### src/rtl/dsr_pkg.sv
// Purpose: Constants for the dual 8-bit shift register block
// Assumes: One 20 MHz system clock, synchronous active-low reset
// Notes:   Shift and load act on rising edges of their lines; clear is a level sampled per clock
package dsr_pkg;

  // ---------------------------------------------------------------
  // Geometry and reset values
  // ---------------------------------------------------------------
  localparam int unsigned DSR_STAGES    = 8;
  localparam int unsigned DSR_REGS      = 2;
  localparam logic [7:0]  DSR_RST_VALUE = 8'h00;

  // ---------------------------------------------------------------
  // Load enable setup time before the load strobe
  // ---------------------------------------------------------------
  localparam int unsigned DSR_CLK_PERIOD_NS  = 50;
  localparam int unsigned DSR_LOAD_SETUP_NS  = 400;
  localparam int unsigned DSR_LOAD_SETUP_CYC =
    (DSR_LOAD_SETUP_NS + DSR_CLK_PERIOD_NS - 1) / DSR_CLK_PERIOD_NS;

  // Strobe edge detector states
  typedef enum logic [0:0] {
    DSR_IDLE = 1'b0,
    DSR_HIGH = 1'b1
  } dsr_strobe_e;

endpackage

### src/rtl/dsr_stage_chain.sv
// Purpose: One eight-stage shift register with clear and parallel set
// Assumes: Strobes are single-cycle pulses from the top level
// Notes:   Clear has priority over load, load over shift
`timescale 1ns/100ps
`default_nettype none
module dsr_stage_chain
  import dsr_pkg::*;
#(
  parameter int unsigned STAGES = DSR_STAGES
) (
  input  wire logic              clock,
  input  wire logic              rst_n,
  input  wire logic              shift_pulse,
  input  wire logic              clear,
  input  wire logic              load_pulse,
  input  wire logic [STAGES-1:0] load_ok,
  input  wire logic              first_in,
  output logic      [STAGES-1:0] stages_q
);

  logic [STAGES-1:0] stages_d;

  // ---------------------------------------------------------------
  // Next stage values
  // ---------------------------------------------------------------
  always_comb begin
    stages_d = stages_q;
    if (clear) begin
      stages_d = '0;
    end else if (load_pulse) begin
      stages_d = stages_q | load_ok;
    end else if (shift_pulse) begin
      stages_d = {stages_q[STAGES-2:0], first_in};
    end
  end

  // Stage flip-flops
  always_ff @(posedge clock) begin
    if (!rst_n) begin
      stages_q <= '0;
    end else begin
      stages_q <= stages_d;
    end
  end

endmodule
`default_nettype wire

### src/rtl/dsr_dual_shift.sv
// Purpose: Dual 8-bit shift register with common shift, clear and load
// Assumes: All inputs synchronous to clock; enables active low
// Notes:   Loads a one only where enable stayed low for the setup time
`timescale 1ns/100ps
`default_nettype none
module dsr_dual_shift
  import dsr_pkg::*;
#(
  parameter int unsigned STAGES = DSR_STAGES
) (
  input  wire logic              clock,
  input  wire logic              rst_n,
  input  wire logic              shift_line,
  input  wire logic              clear_line,
  input  wire logic              load_strobe,
  input  wire logic [STAGES-1:0] load_en_a_n,
  input  wire logic [STAGES-1:0] load_en_b_n,
  input  wire logic              first_in_a,
  input  wire logic              first_in_b,
  output logic      [STAGES-1:0] reg_a_q,
  output logic      [STAGES-1:0] reg_b_q
);

  localparam int unsigned CW = $clog2(DSR_LOAD_SETUP_CYC + 1);
  localparam logic [CW-1:0] SETUP_MAX = CW'(DSR_LOAD_SETUP_CYC);

  // ---------------------------------------------------------------
  // Edge detection on shift and load lines
  // ---------------------------------------------------------------
  dsr_strobe_e shift_st_q, shift_st_d, load_st_q, load_st_d;
  logic        shift_pulse, load_pulse;

  always_comb begin
    shift_st_d = shift_line ? DSR_HIGH : DSR_IDLE;
    load_st_d  = load_strobe ? DSR_HIGH : DSR_IDLE;
    shift_pulse = shift_line && (shift_st_q == DSR_IDLE);
    load_pulse  = load_strobe && (load_st_q == DSR_IDLE);
  end

  always_ff @(posedge clock) begin
    if (!rst_n) begin
      shift_st_q <= DSR_IDLE;
      load_st_q  <= DSR_IDLE;
    end else begin
      shift_st_q <= shift_st_d;
      load_st_q  <= load_st_d;
    end
  end

  // ---------------------------------------------------------------
  // Setup counters: enable must be low long enough before strobe
  // ---------------------------------------------------------------
  logic [CW-1:0]     cnt_a_q [STAGES];
  logic [CW-1:0]     cnt_a_d [STAGES];
  logic [CW-1:0]     cnt_b_q [STAGES];
  logic [CW-1:0]     cnt_b_d [STAGES];
  logic [STAGES-1:0] ok_a, ok_b;

  function automatic logic [CW-1:0] setup_next(input logic en_n,
                                               input logic [CW-1:0] c);
    if (en_n) begin
      setup_next = '0;
    end else if (c != SETUP_MAX) begin
      setup_next = c + CW'(1);
    end else begin
      setup_next = c;
    end
  endfunction

  genvar g;
  generate
    for (g = 0; g < STAGES; g++) begin : g_setup
      always_comb begin
        cnt_a_d[g] = setup_next(load_en_a_n[g], cnt_a_q[g]);
        cnt_b_d[g] = setup_next(load_en_b_n[g], cnt_b_q[g]);
        ok_a[g] = !load_en_a_n[g] && (cnt_a_q[g] == SETUP_MAX);
        ok_b[g] = !load_en_b_n[g] && (cnt_b_q[g] == SETUP_MAX);
      end

      always_ff @(posedge clock) begin
        if (!rst_n) begin
          cnt_a_q[g] <= '0;
          cnt_b_q[g] <= '0;
        end else begin
          cnt_a_q[g] <= cnt_a_d[g];
          cnt_b_q[g] <= cnt_b_d[g];
        end
      end
    end
  endgenerate

  // ---------------------------------------------------------------
  // Two independent chains; first inputs come from pins
  // ---------------------------------------------------------------
  dsr_stage_chain #(.STAGES(STAGES)) u_reg_a (
    .clock       (clock),
    .rst_n       (rst_n),
    .shift_pulse (shift_pulse),
    .clear       (clear_line),
    .load_pulse  (load_pulse),
    .load_ok     (ok_a),
    .first_in    (first_in_a),
    .stages_q    (reg_a_q)
  );

  dsr_stage_chain #(.STAGES(STAGES)) u_reg_b (
    .clock       (clock),
    .rst_n       (rst_n),
    .shift_pulse (shift_pulse),
    .clear       (clear_line),
    .load_pulse  (load_pulse),
    .load_ok     (ok_b),
    .first_in    (first_in_b),        // Tie to reg_a_q[7] to cascade
    .stages_q    (reg_b_q)
  );

endmodule
`default_nettype wire

### config.mk
export PLATFORM = sky130hd
export DESIGN_NAME = dsr_dual_shift
export DESIGN_NICKNAME = d
export VERILOG_FILES = /design/src/rtl/dsr_pkg.sv /design/src/rtl/dsr_stage_chain.sv /design/src/rtl/dsr_dual_shift.sv
export SDC_FILE = /design/constraint.sdc
export NUM_CORES = 1
export LEC_CHECK = 0
export BUFFER_PORTS_ARGS = -buffer_cell sky130_fd_sc_hd__buf_2
export CAP_MARGIN = 20
export CORE_MARGIN = 2
export CORE_UTILIZATION = 55
export CTS_BUF_LIST = sky130_fd_sc_hd__clkbuf_4
export DETAILED_ROUTE_END_ITERATION = 7
export PLACE_DENSITY = 0.75
export REMOVE_ABC_BUFFERS = 1
export SETUP_SLACK_MARGIN = 0.4
export SYNTH_ARGS = -nofsm -noshare
export SYNTH_HDL_FRONTEND = slang
export SYNTH_SLANG_ARGS = --single-unit
### constraint.sdc
create_clock -name clock -period 1.7 [get_ports clock]
set_clock_uncertainty 0.15 [all_clocks]
set_input_delay 0.255 -clock clock [delete_from_list [all_inputs] [get_ports clock]]
set_output_delay 0.255 -clock clock [all_outputs]
set_load 0.03 [all_outputs]
Word-level counts from Yosys, hierarchy flattened. Memory sizes are Yosys's and may differ from the RTL's. Index checks and enable logic that the tools add are counted.

Register bits: 18. Bits in latches: 0. Bits in writable memories: 64. ROM bits: 0. Bits of input ports: 23. Output and inout port bits: 16. Logic and storage cells: 167. Memories: 2.

Memory list: cnt_a_q (words 8, bits a word 4, rd ports 8, clocked after Yosys merged registers in 0, wr ports 8, RTL line dsr_dual_shift.sv:53) `logic [CW-1:0] cnt_a_q [STAGES];`; cnt_b_q (words 8, bits a word 4, rd ports 8, clocked after Yosys merged registers in 0, wr ports 8, RTL line dsr_dual_shift.sv:55) `logic [CW-1:0] cnt_b_q [STAGES];`.

$add $sub $neg: 16. $mul: 0. Divide/modulo/power cells: 0. Order comparisons: 0. Equal/unequal tests: 32. Shift-type cells: 0. Muxes and demuxes: 56. Bitwise gates (word level): 21. Reduce and logical (&&, ||, !) cells: 36.

Operators by type and width (number): 2-to-1 mux 4 bit (48); adder 4 x 1 -> 4 bit (second input constant) (16); equality test 4 bit (second input constant) (16); != test 4 bit (second input constant) (16); 2-to-1 mux 8 bit (4); logical AND 1 bit (18); logical NOT 1 bit (16); OR 1 bit (16); OR 8 bit (2); 2-to-1 mux 1 bit (4); inverter 1 bit (3); nonzero test 2 bit (1); OR reduction 2 bit (1).

Longest topological paths before layout. Gate-level depths: netlist of the first run.

Depth in word-level cells: 4. Mapped depth: 5. Mapped depth without buffers: 5.

Modules after synthesis. From an unflattened synthesis of the first run, not the netlist that was laid out.

Cell total of the unflattened synthesis: 416. Area total of the unflattened synthesis: 4041.4 um^2.

By module, submodules not included: dsr_dual_shift (times used 1, cells each 358, area each 3238.1 um^2, sequential area each 1321.3 um^2); dsr_stage_chain (times used 2, cells each 29, area each 401.6 um^2, sequential area each 160.2 um^2).

Worst setup path before layout of the first run. Ideal clock, no wire load.

Path type: register to register. Start point: memory cnt_a_q[1][12] in the netlist's numbering. End point: register u_reg_a.stages_q[7]. Library setup time: 0.122 ns. Arrival: 1.118 ns. Data required time: 1.428 ns. Path slack: 0.310 ns. Cell stages (with the launch flop): 6. Buffers on the path: 0. Period minus slack after synthesis: 1.390 ns. Cells stage by stage: dfxtp_1 -> inv_1 -> ha_1 -> nand3b_1 -> nor3_1 -> o311a_1.

RTL lines: start, declared (RTL line dsr_dual_shift.sv:53); end signal, assigned (RTL line dsr_stage_chain.sv:42) `stages_q <= stages_d;`; end, declared (RTL line dsr_stage_chain.sv:18) `output logic [STAGES-1:0] stages_q`.

Final worst setup path of the first run.
Start point: register load_st_q. End point: register u_reg_b.stages_q[2].

Longest elaborated chain between the ends: 3. Elaborated cells between the ends (all ways): 4.

RTL lines: start, declared (RTL line dsr_dual_shift.sv:30) `dsr_strobe_e shift_st_q, shift_st_d, load_st_q, load_st_d;`; start signal, assigned (RTL line dsr_dual_shift.sv:46) `load_st_q <= load_st_d;`; inverter 1 bit (*) (RTL line dsr_dual_shift.sv:37) `load_pulse = load_strobe && (load_st_q == DSR_IDLE);`; logical AND 1 bit (*) (RTL line dsr_dual_shift.sv:37); 2-to-1 mux 8 bit / nonzero test 2 bit (equally long branches); end signal, assigned (RTL line dsr_stage_chain.sv:42); end, declared (RTL line dsr_stage_chain.sv:18).

Mark *: on every way between the ends. The rest lies on a longest branch, timed or not. A chain may end at the register's enable or synchronous reset.

==> results.json, run 1 <==
{
  "run_status": "finished clean",
  "most_frequent_standard_cell_in_the_layout_excluding_fill_and_tap_cells": "sky130_fd_sc_hd__nor2_1",
  "period_needed_ns": 1.409,
  "gpl.final_weighted_congestion": 0.7936,
  "met2_usage_pct": 44.08,
  "path_max_fanout": 12,
  "synth.cell_area_um2": 3826,
  "share_of_cells_above_drive_strength_1_pct": 47.28,
  "relSlewSlack_pct": 81.62,
  "area_added_between_synthesis_and_finish_pct": 42.81,
  "count_of_placed_standard_cells_including_taps": 515,
  "placed_cell_area_um2": 4099,
  "final_sum_of_negative_setup_slack_ns": 0,
  "drt-total-wl_mm": 10.56,
  "min_path_type": "input pin to flip-flop",
  "final-instance-count-excl-fill": 613,
  "vias_in_the_first_global_route": 3295,
  "timing.critical_path.cells": "nor2b_4 -> nor2_4 -> buf_12 -> o311a_4",
  "achievable-frequency_mhz": 709.8,
  "cts_buffer_depth": 2,
  "std_cell_rows": 30,
  "track_usage_pct": 24.91,
  "type_of_destination_of_the_critical_path": "flip-flop",
  "grt_max_degree": 18,
  "place.detailed.hpwl_mm": 5.142,
  "die-area_um2": 7640,
  "portBuffers": 38,
  "cellLeakagePower_nw": 2.579,
  "timing.critical_path.slowest_stage_cell": "sky130_fd_sc_hd__dfxtp_2",
  "globalRouteMet1Util_pct": 28.46,
  "antenna_left": 0,
  "cp_data_required_time_ns": 1.87,
  "synthDominantCellAreaShare_pct": 42.90,
  "cts_inserted_buffers": 9,
  "chipHeight_um": 87.41,
  "drt-wirelength-per-cell_um": 17.22,
  "clock-root-buffer": "sky130_fd_sc_hd__clkbuf_4",
  "post-route-drc-count": 0,
  "grt_pass1_wl_mm": 14.95,
  "antennaDiodeCount": 0,
  "antenna_found_initial": 0,
  "vias_per_cell": 5.393,
  "layout.cell_area.non_filler_um2": 5464,
  "netlist_top_cells_area": "sky130_fd_sc_hd__dfxtp_1 43%, sky130_fd_sc_hd__ha_1 10%, sky130_fd_sc_hd__xor2_1 7.3%",
  "most-common-layout-cells": "64 x sky130_fd_sc_hd__nor2_1, 61 x sky130_fd_sc_hd__buf_4, 48 x sky130_fd_sc_hd__dfxtp_2, 34 x sky130_fd_sc_hd__buf_6, 33 x sky130_fd_sc_hd__dfxtp_1",
  "clock_sinks": 82,
  "cp_data_arrival_time_ns": 1.58,
  "finalHoldViolCount": 0,
  "synth_cells": 401,
  "grt-busiest-layer": "met2",
  "grt_remaining_overflow": 0,
  "htreeDepth": 3,
  "grt_setup_unrepaired": "true",
  "synth_area_per_cell_um2": 9.542,
  "ys_ff_latch": 82,
  "yosysWarnings": 0,
  "critical_path_class": "flip-flop to flip-flop",
  "tritoncts": "built",
  "yosysSeqAreaShare_pct": 42.90,
  "vdd_drop_max_mv": 0.4281,
  "period_utilisation_layout_pct": 82.88,
  "drtPass1Iterations": 4,
  "startpoint_kind_of_the_worst_setup_timing_path": "flip-flop",
  "worstRegToRegCells": 4,
  "clkLatencyLatePin_ns": 0.43,
  "routed-via-count": 3306,
  "cpPeakStageDelay_ns": 0.36,
  "io-pin-count": 39,
  "tightest_slew_ns": 0.2737,
  "grtUsageMet3_pct": 5.782,
  "core_region_um2": 6756,
  "setup_violations": 0,
  "yosysTopAreaCell": "sky130_fd_sc_hd__dfxtp_1",
  "maximum_capacitance_violations": 0,
  "worst_hold_path.num_cells": 3,
  "x_dimension_of_the_die_um": 87.41,
  "netlist-cell-type-count": 28,
  "power_density_normalized_to_cell_area_nw_per_um2": 678.2,
  "clock_transition_at_the_registers_of_the_reported_paths_ns": 0.13,
  "layout.nets": 584,
  "starting_density_pct": 56.63,
  "drt_first_iter_violations": 105,
  "slew_viol_final": 0
}
[final timing paths]
kind                       start  slack [ns]             endpoint
setup / recovery       load_st_q        0.29  u_reg_b.stages_q[2]
setup reg to reg       load_st_q        0.29  u_reg_b.stages_q[2]
hold reg to reg    cnt_b_q[0][3]        0.39        cnt_b_q[0][3]
hold / removal    load_en_b_n[7]        0.01       cnt_b_q[1][12]
[metal layers]
layer / share of wire (%) / vias to the layer above
li1: - / 1581
met1: 39 / 1605
met2: 52 / 87
met3: 4.9 / 33
met4: 3.2 / 0
met5: 0 / -
[final cells by class]
class,count,area (um2)
Multi-Input combinational cell,279,2349
Sequential cell,82,1705
Fill cell,368,1292
Timing Repair Buffer,125,1061
Inverter,32,122.6
Tap cell,80,100.1
Clock buffer,9,67.56
Clock inverter,6,58.81
[critical path, delay by kind of cell, from the launching register on]
| kind | cells | cell delay, ns |
|---|---|---|
| DFF | 1 | 0.36 |
| AOI/OAI and AO/OA | 1 | 0.34 |
| and+or+nand+nor | 2 | 0.29 |
| buffers and inverters | 1 | 0.15 |
[report_power, final]
part | leakage [nW] | internal [W] | switching, W
clock network | 0.0652 | 0.000430 | 0.000683
registers | 0.688 | 0.00198 | 0.0000403
logic | 1.83 | 0.000285 | 0.000284
[what timing repair did]
| item | CTS | global route |
|---|---|---|
| pin swaps | 6 | 25 |
| gates resized for setup | 103 | 77 |
| buffers inserted | 67 | 11 |
| hold buffers | 5 | 0 |
| setup endpoints to repair | 58 | 63 |
| cloned | 0 | 0 |
| hold endpoints to repair | 7 | 0 |
[cells in the mapped netlist]
cell	instances
sky130_fd_sc_hd__and2_1	1
sky130_fd_sc_hd__and2_2	1
sky130_fd_sc_hd__buf_2	2
sky130_fd_sc_hd__buf_4	1
sky130_fd_sc_hd__buf_6	3
sky130_fd_sc_hd__clkbuf_1	1
sky130_fd_sc_hd__clkbuf_2	1
sky130_fd_sc_hd__dfxtp_1	82
sky130_fd_sc_hd__ha_1	32
sky130_fd_sc_hd__inv_1	32
sky130_fd_sc_hd__mux2i_1	16
sky130_fd_sc_hd__nand2_1	16
sky130_fd_sc_hd__nand2b_1	14
sky130_fd_sc_hd__nand2b_4	1
sky130_fd_sc_hd__nand3_1	16
sky130_fd_sc_hd__nand3b_1	16
sky130_fd_sc_hd__nor2_1	64
sky130_fd_sc_hd__nor2_4	1
sky130_fd_sc_hd__nor2b_1	1
sky130_fd_sc_hd__nor2b_4	1
sky130_fd_sc_hd__nor3_1	16
sky130_fd_sc_hd__o311a_1	11
sky130_fd_sc_hd__o311a_2	5
sky130_fd_sc_hd__or2b_1	3
sky130_fd_sc_hd__or3_1	10
sky130_fd_sc_hd__or3_2	6
sky130_fd_sc_hd__xnor2_1	16
sky130_fd_sc_hd__xor2_1	32
[stage by stage]
stage	hold slack, ns	util (%)	setup slack [ns]	total power, W
6_report	0.01146	80.87	0.2911	0.003706
5_1_grt	0.01870	80.87	0.2529	0.003859
4_1_cts	0.0006848	74.81	0.3229	0.003591
3_5_place_dp	0.3496	60.67	0.1642	0.002389
3_3_place_gp	0.3435	60.67	0.1960	0.002370
2_1_floorplan	0.2267	-	0.2970	0.002267
[flip-flops by register name, indices dropped and copies added, names as in the netlist]
register          flops
load_st_q             1
u_reg_a.stages_q      8
u_reg_b.stages_q      8
cnt_b_q              32
shift_st_q            1
cnt_a_q              32
[cell families after synthesis]
| group | synth area share, % |
|---|---|
| xor gates and xnor gates | 10.99 |
| AOI/OAI and AO/OA | 4.349 |
| adders and majority gates | 10.46 |
| muxes | 4.186 |
| DFF | 42.90 |
| buffers and inverters | 4.709 |
| and+or+nand+nor | 22.40 |
Note: power is estimated with default switching activity, not from simulation.
==> run 2, diff against run 1 <==
Settings changed: PLACE_DENSITY 0.75 to 0.78.
Clock period 1.7 ns to 1.2 ns, I/O delays scaled along.
==> results.json, run 2 (synthesis results as in run 1) <==
{
  "cts_buffer_depth": 2,
  "antenna_found_initial": 0,
  "x_dimension_of_the_die_um": 87.41,
  "part_of_the_power_in_combinational_logic_pct": 19.2,
  "period_utilisation_layout_pct": 125.3,
  "gpl.final_weighted_congestion": 0.8380,
  "clock-root-buffer": "sky130_fd_sc_hd__clkbuf_4",
  "final-instance-count-excl-fill": 642,
  "drt_first_iter_violations": 307,
  "std_cell_rows": 30,
  "run_status": "complete, but fails checks",
  "period_needed_ns": 1.504,
  "type_of_destination_of_the_critical_path": "flip-flop",
  "routed-via-count": 3924,
  "cellLeakagePower_nw": 2.805,
  "clock_sinks": 82,
  "htreeDepth": 3,
  "clkLatencyLatePin_ns": 0.46,
  "grt_setup_unrepaired": "true",
  "final_sum_of_negative_setup_slack_ns": -13.40,
  "io-pin-count": 39,
  "slew_viol_final": 0,
  "achievable-frequency_mhz": 664.8,
  "critical_path_class": "flip-flop to flip-flop",
  "starting_density_pct": 56.63,
  "vias_per_cell": 6.112,
  "layout.cell_area.non_filler_um2": 6396,
  "final-seq-area_um2": 1710,
  "violated_checks": "negative hold slack, negative setup slack",
  "area_added_between_synthesis_and_finish_pct": 67.17,
  "clock_power_share_pct": 29.7,
  "grt_remaining_overflow": 0,
  "switching_share_pct": 29.72,
  "power_density_normalized_to_cell_area_nw_per_um2": 883.7,
  "path_max_fanout": 3,
  "cts_inserted_buffers": 9,
  "startpoint_kind_of_the_worst_setup_timing_path": "flip-flop",
  "most_frequent_standard_cell_in_the_layout_excluding_fill_and_tap_cells": "sky130_fd_sc_hd__buf_6",
  "drt-wirelength-per-cell_um": 25.34,
  "tritoncts": "built",
  "final.hold.worst_slack_ns": -0.09342,
  "cp_data_arrival_time_ns": 1.71,
  "track_usage_pct": 31.57,
  "setup_violations": 86,
  "drt-total-wl_mm": 16.27,
  "cp_data_required_time_ns": 1.40,
  "antenna_left": 0,
  "finalHoldViolCount": 32,
  "vias_in_the_first_global_route": 3806,
  "portBuffers": 38,
  "regToRegSetupSlack_ns": -0.30,
  "chipHeight_um": 87.41,
  "grt_max_degree": 17,
  "min_path_type": "input pin to flip-flop",
  "fillers": 160,
  "placed_cell_area_um2": 4507,
  "power.internal_w": 0.003972,
  "place.detailed.hpwl_mm": 5.912,
  "clock_transition_at_the_registers_of_the_reported_paths_ns": 0.15,
  "worst_slack_ns": -0.3041,
  "tightest_slew_ns": 0.3443,
  "top_regs": "cnt_a_q: 32 flops, cnt_b_q: 32 flops",
  "post_layout_util_pct": 94.67,
  "most-common-layout-cells": "89 x sky130_fd_sc_hd__buf_6, 58 x sky130_fd_sc_hd__nor2_1, 52 x sky130_fd_sc_hd__dfxtp_2, 37 x sky130_fd_sc_hd__buf_4, 32 x sky130_fd_sc_hd__inv_2",
  "count_of_placed_standard_cells_including_taps": 571,
  "layout.nets": 614,
  "total_switching_power_w": 0.001680,
  "antennaDiodeCount": 0,
  "share_of_cells_above_drive_strength_1_pct": 65.48,
  "vdd_drop_max_mv": 0.8990,
  "core_region_um2": 6756,
  "relSlewSlack_pct": 76.87,
  "die-area_um2": 7640,
  "drtPass1Iterations": 6,
  "maximum_capacitance_violations": 0,
  "seq_power_share_pct": 51.1,
  "grt_pass1_wl_mm": 18.56,
  "multi_input_area_um2": 2925,
  "post-route-drc-count": 0
}
## run 2: changes by cell type in the layout (fill, tap and decap cells not counted), sizes merged
cell / change
buf: +30
clkbuf: +1
clkinvlp: -2
dlygate4sd3: -5
nand2b: +2
nor2: +1
nor2b: +2
## run 2: metrics by stage
stage	setup WS, ns	hold slack [ns]	power (W)
after floorplan	-0.2030	0.1517	0.003212
after global placement	-0.2396	0.2989	0.003438
after detailed placement	-0.2289	0.2984	0.003463
after CTS	-0.1559	-0.08552	0.005212
after global routing	-0.3064	-0.1039	0.005752
final	-0.3041	-0.09342	0.005652
## run 2: cell type report
| class | count | share of cell area [%] |
|---|---|---|
| Sequential cell | 82 | 26.74 |
| Timing Repair Buffer | 150 | 22.20 |
| Clock inverter | 4 | 0.7042 |
| Clock buffer | 10 | 1.174 |
| Tap cell | 80 | 1.565 |
| Inverter | 32 | 1.878 |
| Multi-Input combinational cell | 284 | 45.74 |
## run 2: path summary, 6_finish.rpt
kind,start,endpoint,cells past startpoint
hold reg to reg,u_reg_a.stages_q[7],u_reg_a.stages_q[7],1
setup / recovery,cnt_a_q[0][8],cnt_a_q[0][9],6
hold / removal,load_strobe,load_st_q,2
setup reg to reg,cnt_a_q[0][8],cnt_a_q[0][9],6
## run 2: critical path: stages (launching register included)
cell	delay, ns
sky130_fd_sc_hd__dfxtp_2	0.38
sky130_fd_sc_hd__inv_2	0.06
sky130_fd_sc_hd__ha_4	0.16
sky130_fd_sc_hd__nand3b_1	0.19
sky130_fd_sc_hd__buf_6	0.16
sky130_fd_sc_hd__mux2i_1	0.23
sky130_fd_sc_hd__nor2_1	0.08
## run 2: power by group through the flow
stage                     Clock, W  Combinational [W]  Sequential [W]
after global routing       0.00173            0.00113         0.00289
after floorplan                  0           0.000258         0.00295
after detailed placement         0           0.000564         0.00290
after CTS                  0.00155           0.000791         0.00287
after global placement           0           0.000543         0.00289
final                      0.00168            0.00109         0.00289
## run 2: timing repair
| item | 4_1_cts | 5_1_grt |
|---|---|---|
| gates cloned | 6 | 0 |
| setup endpoints to repair | 96 | 96 |
| setup buffers | 16 | 35 |
| pin swaps | 43 | 80 |
| hold endpoints to repair | 69 | 38 |
| gates resized for setup | 263 | 80 |
## run 2: per-layer routing
metal  share of wire [%]  up-vias  global-route usage (%)
li1                    -     1645                       -
met2                  49      290                   57.99
met4                 5.8        0                   14.13
met3                 8.2      104                   7.393
met5                   0        -                       0
met1                  37     1885                   34.03
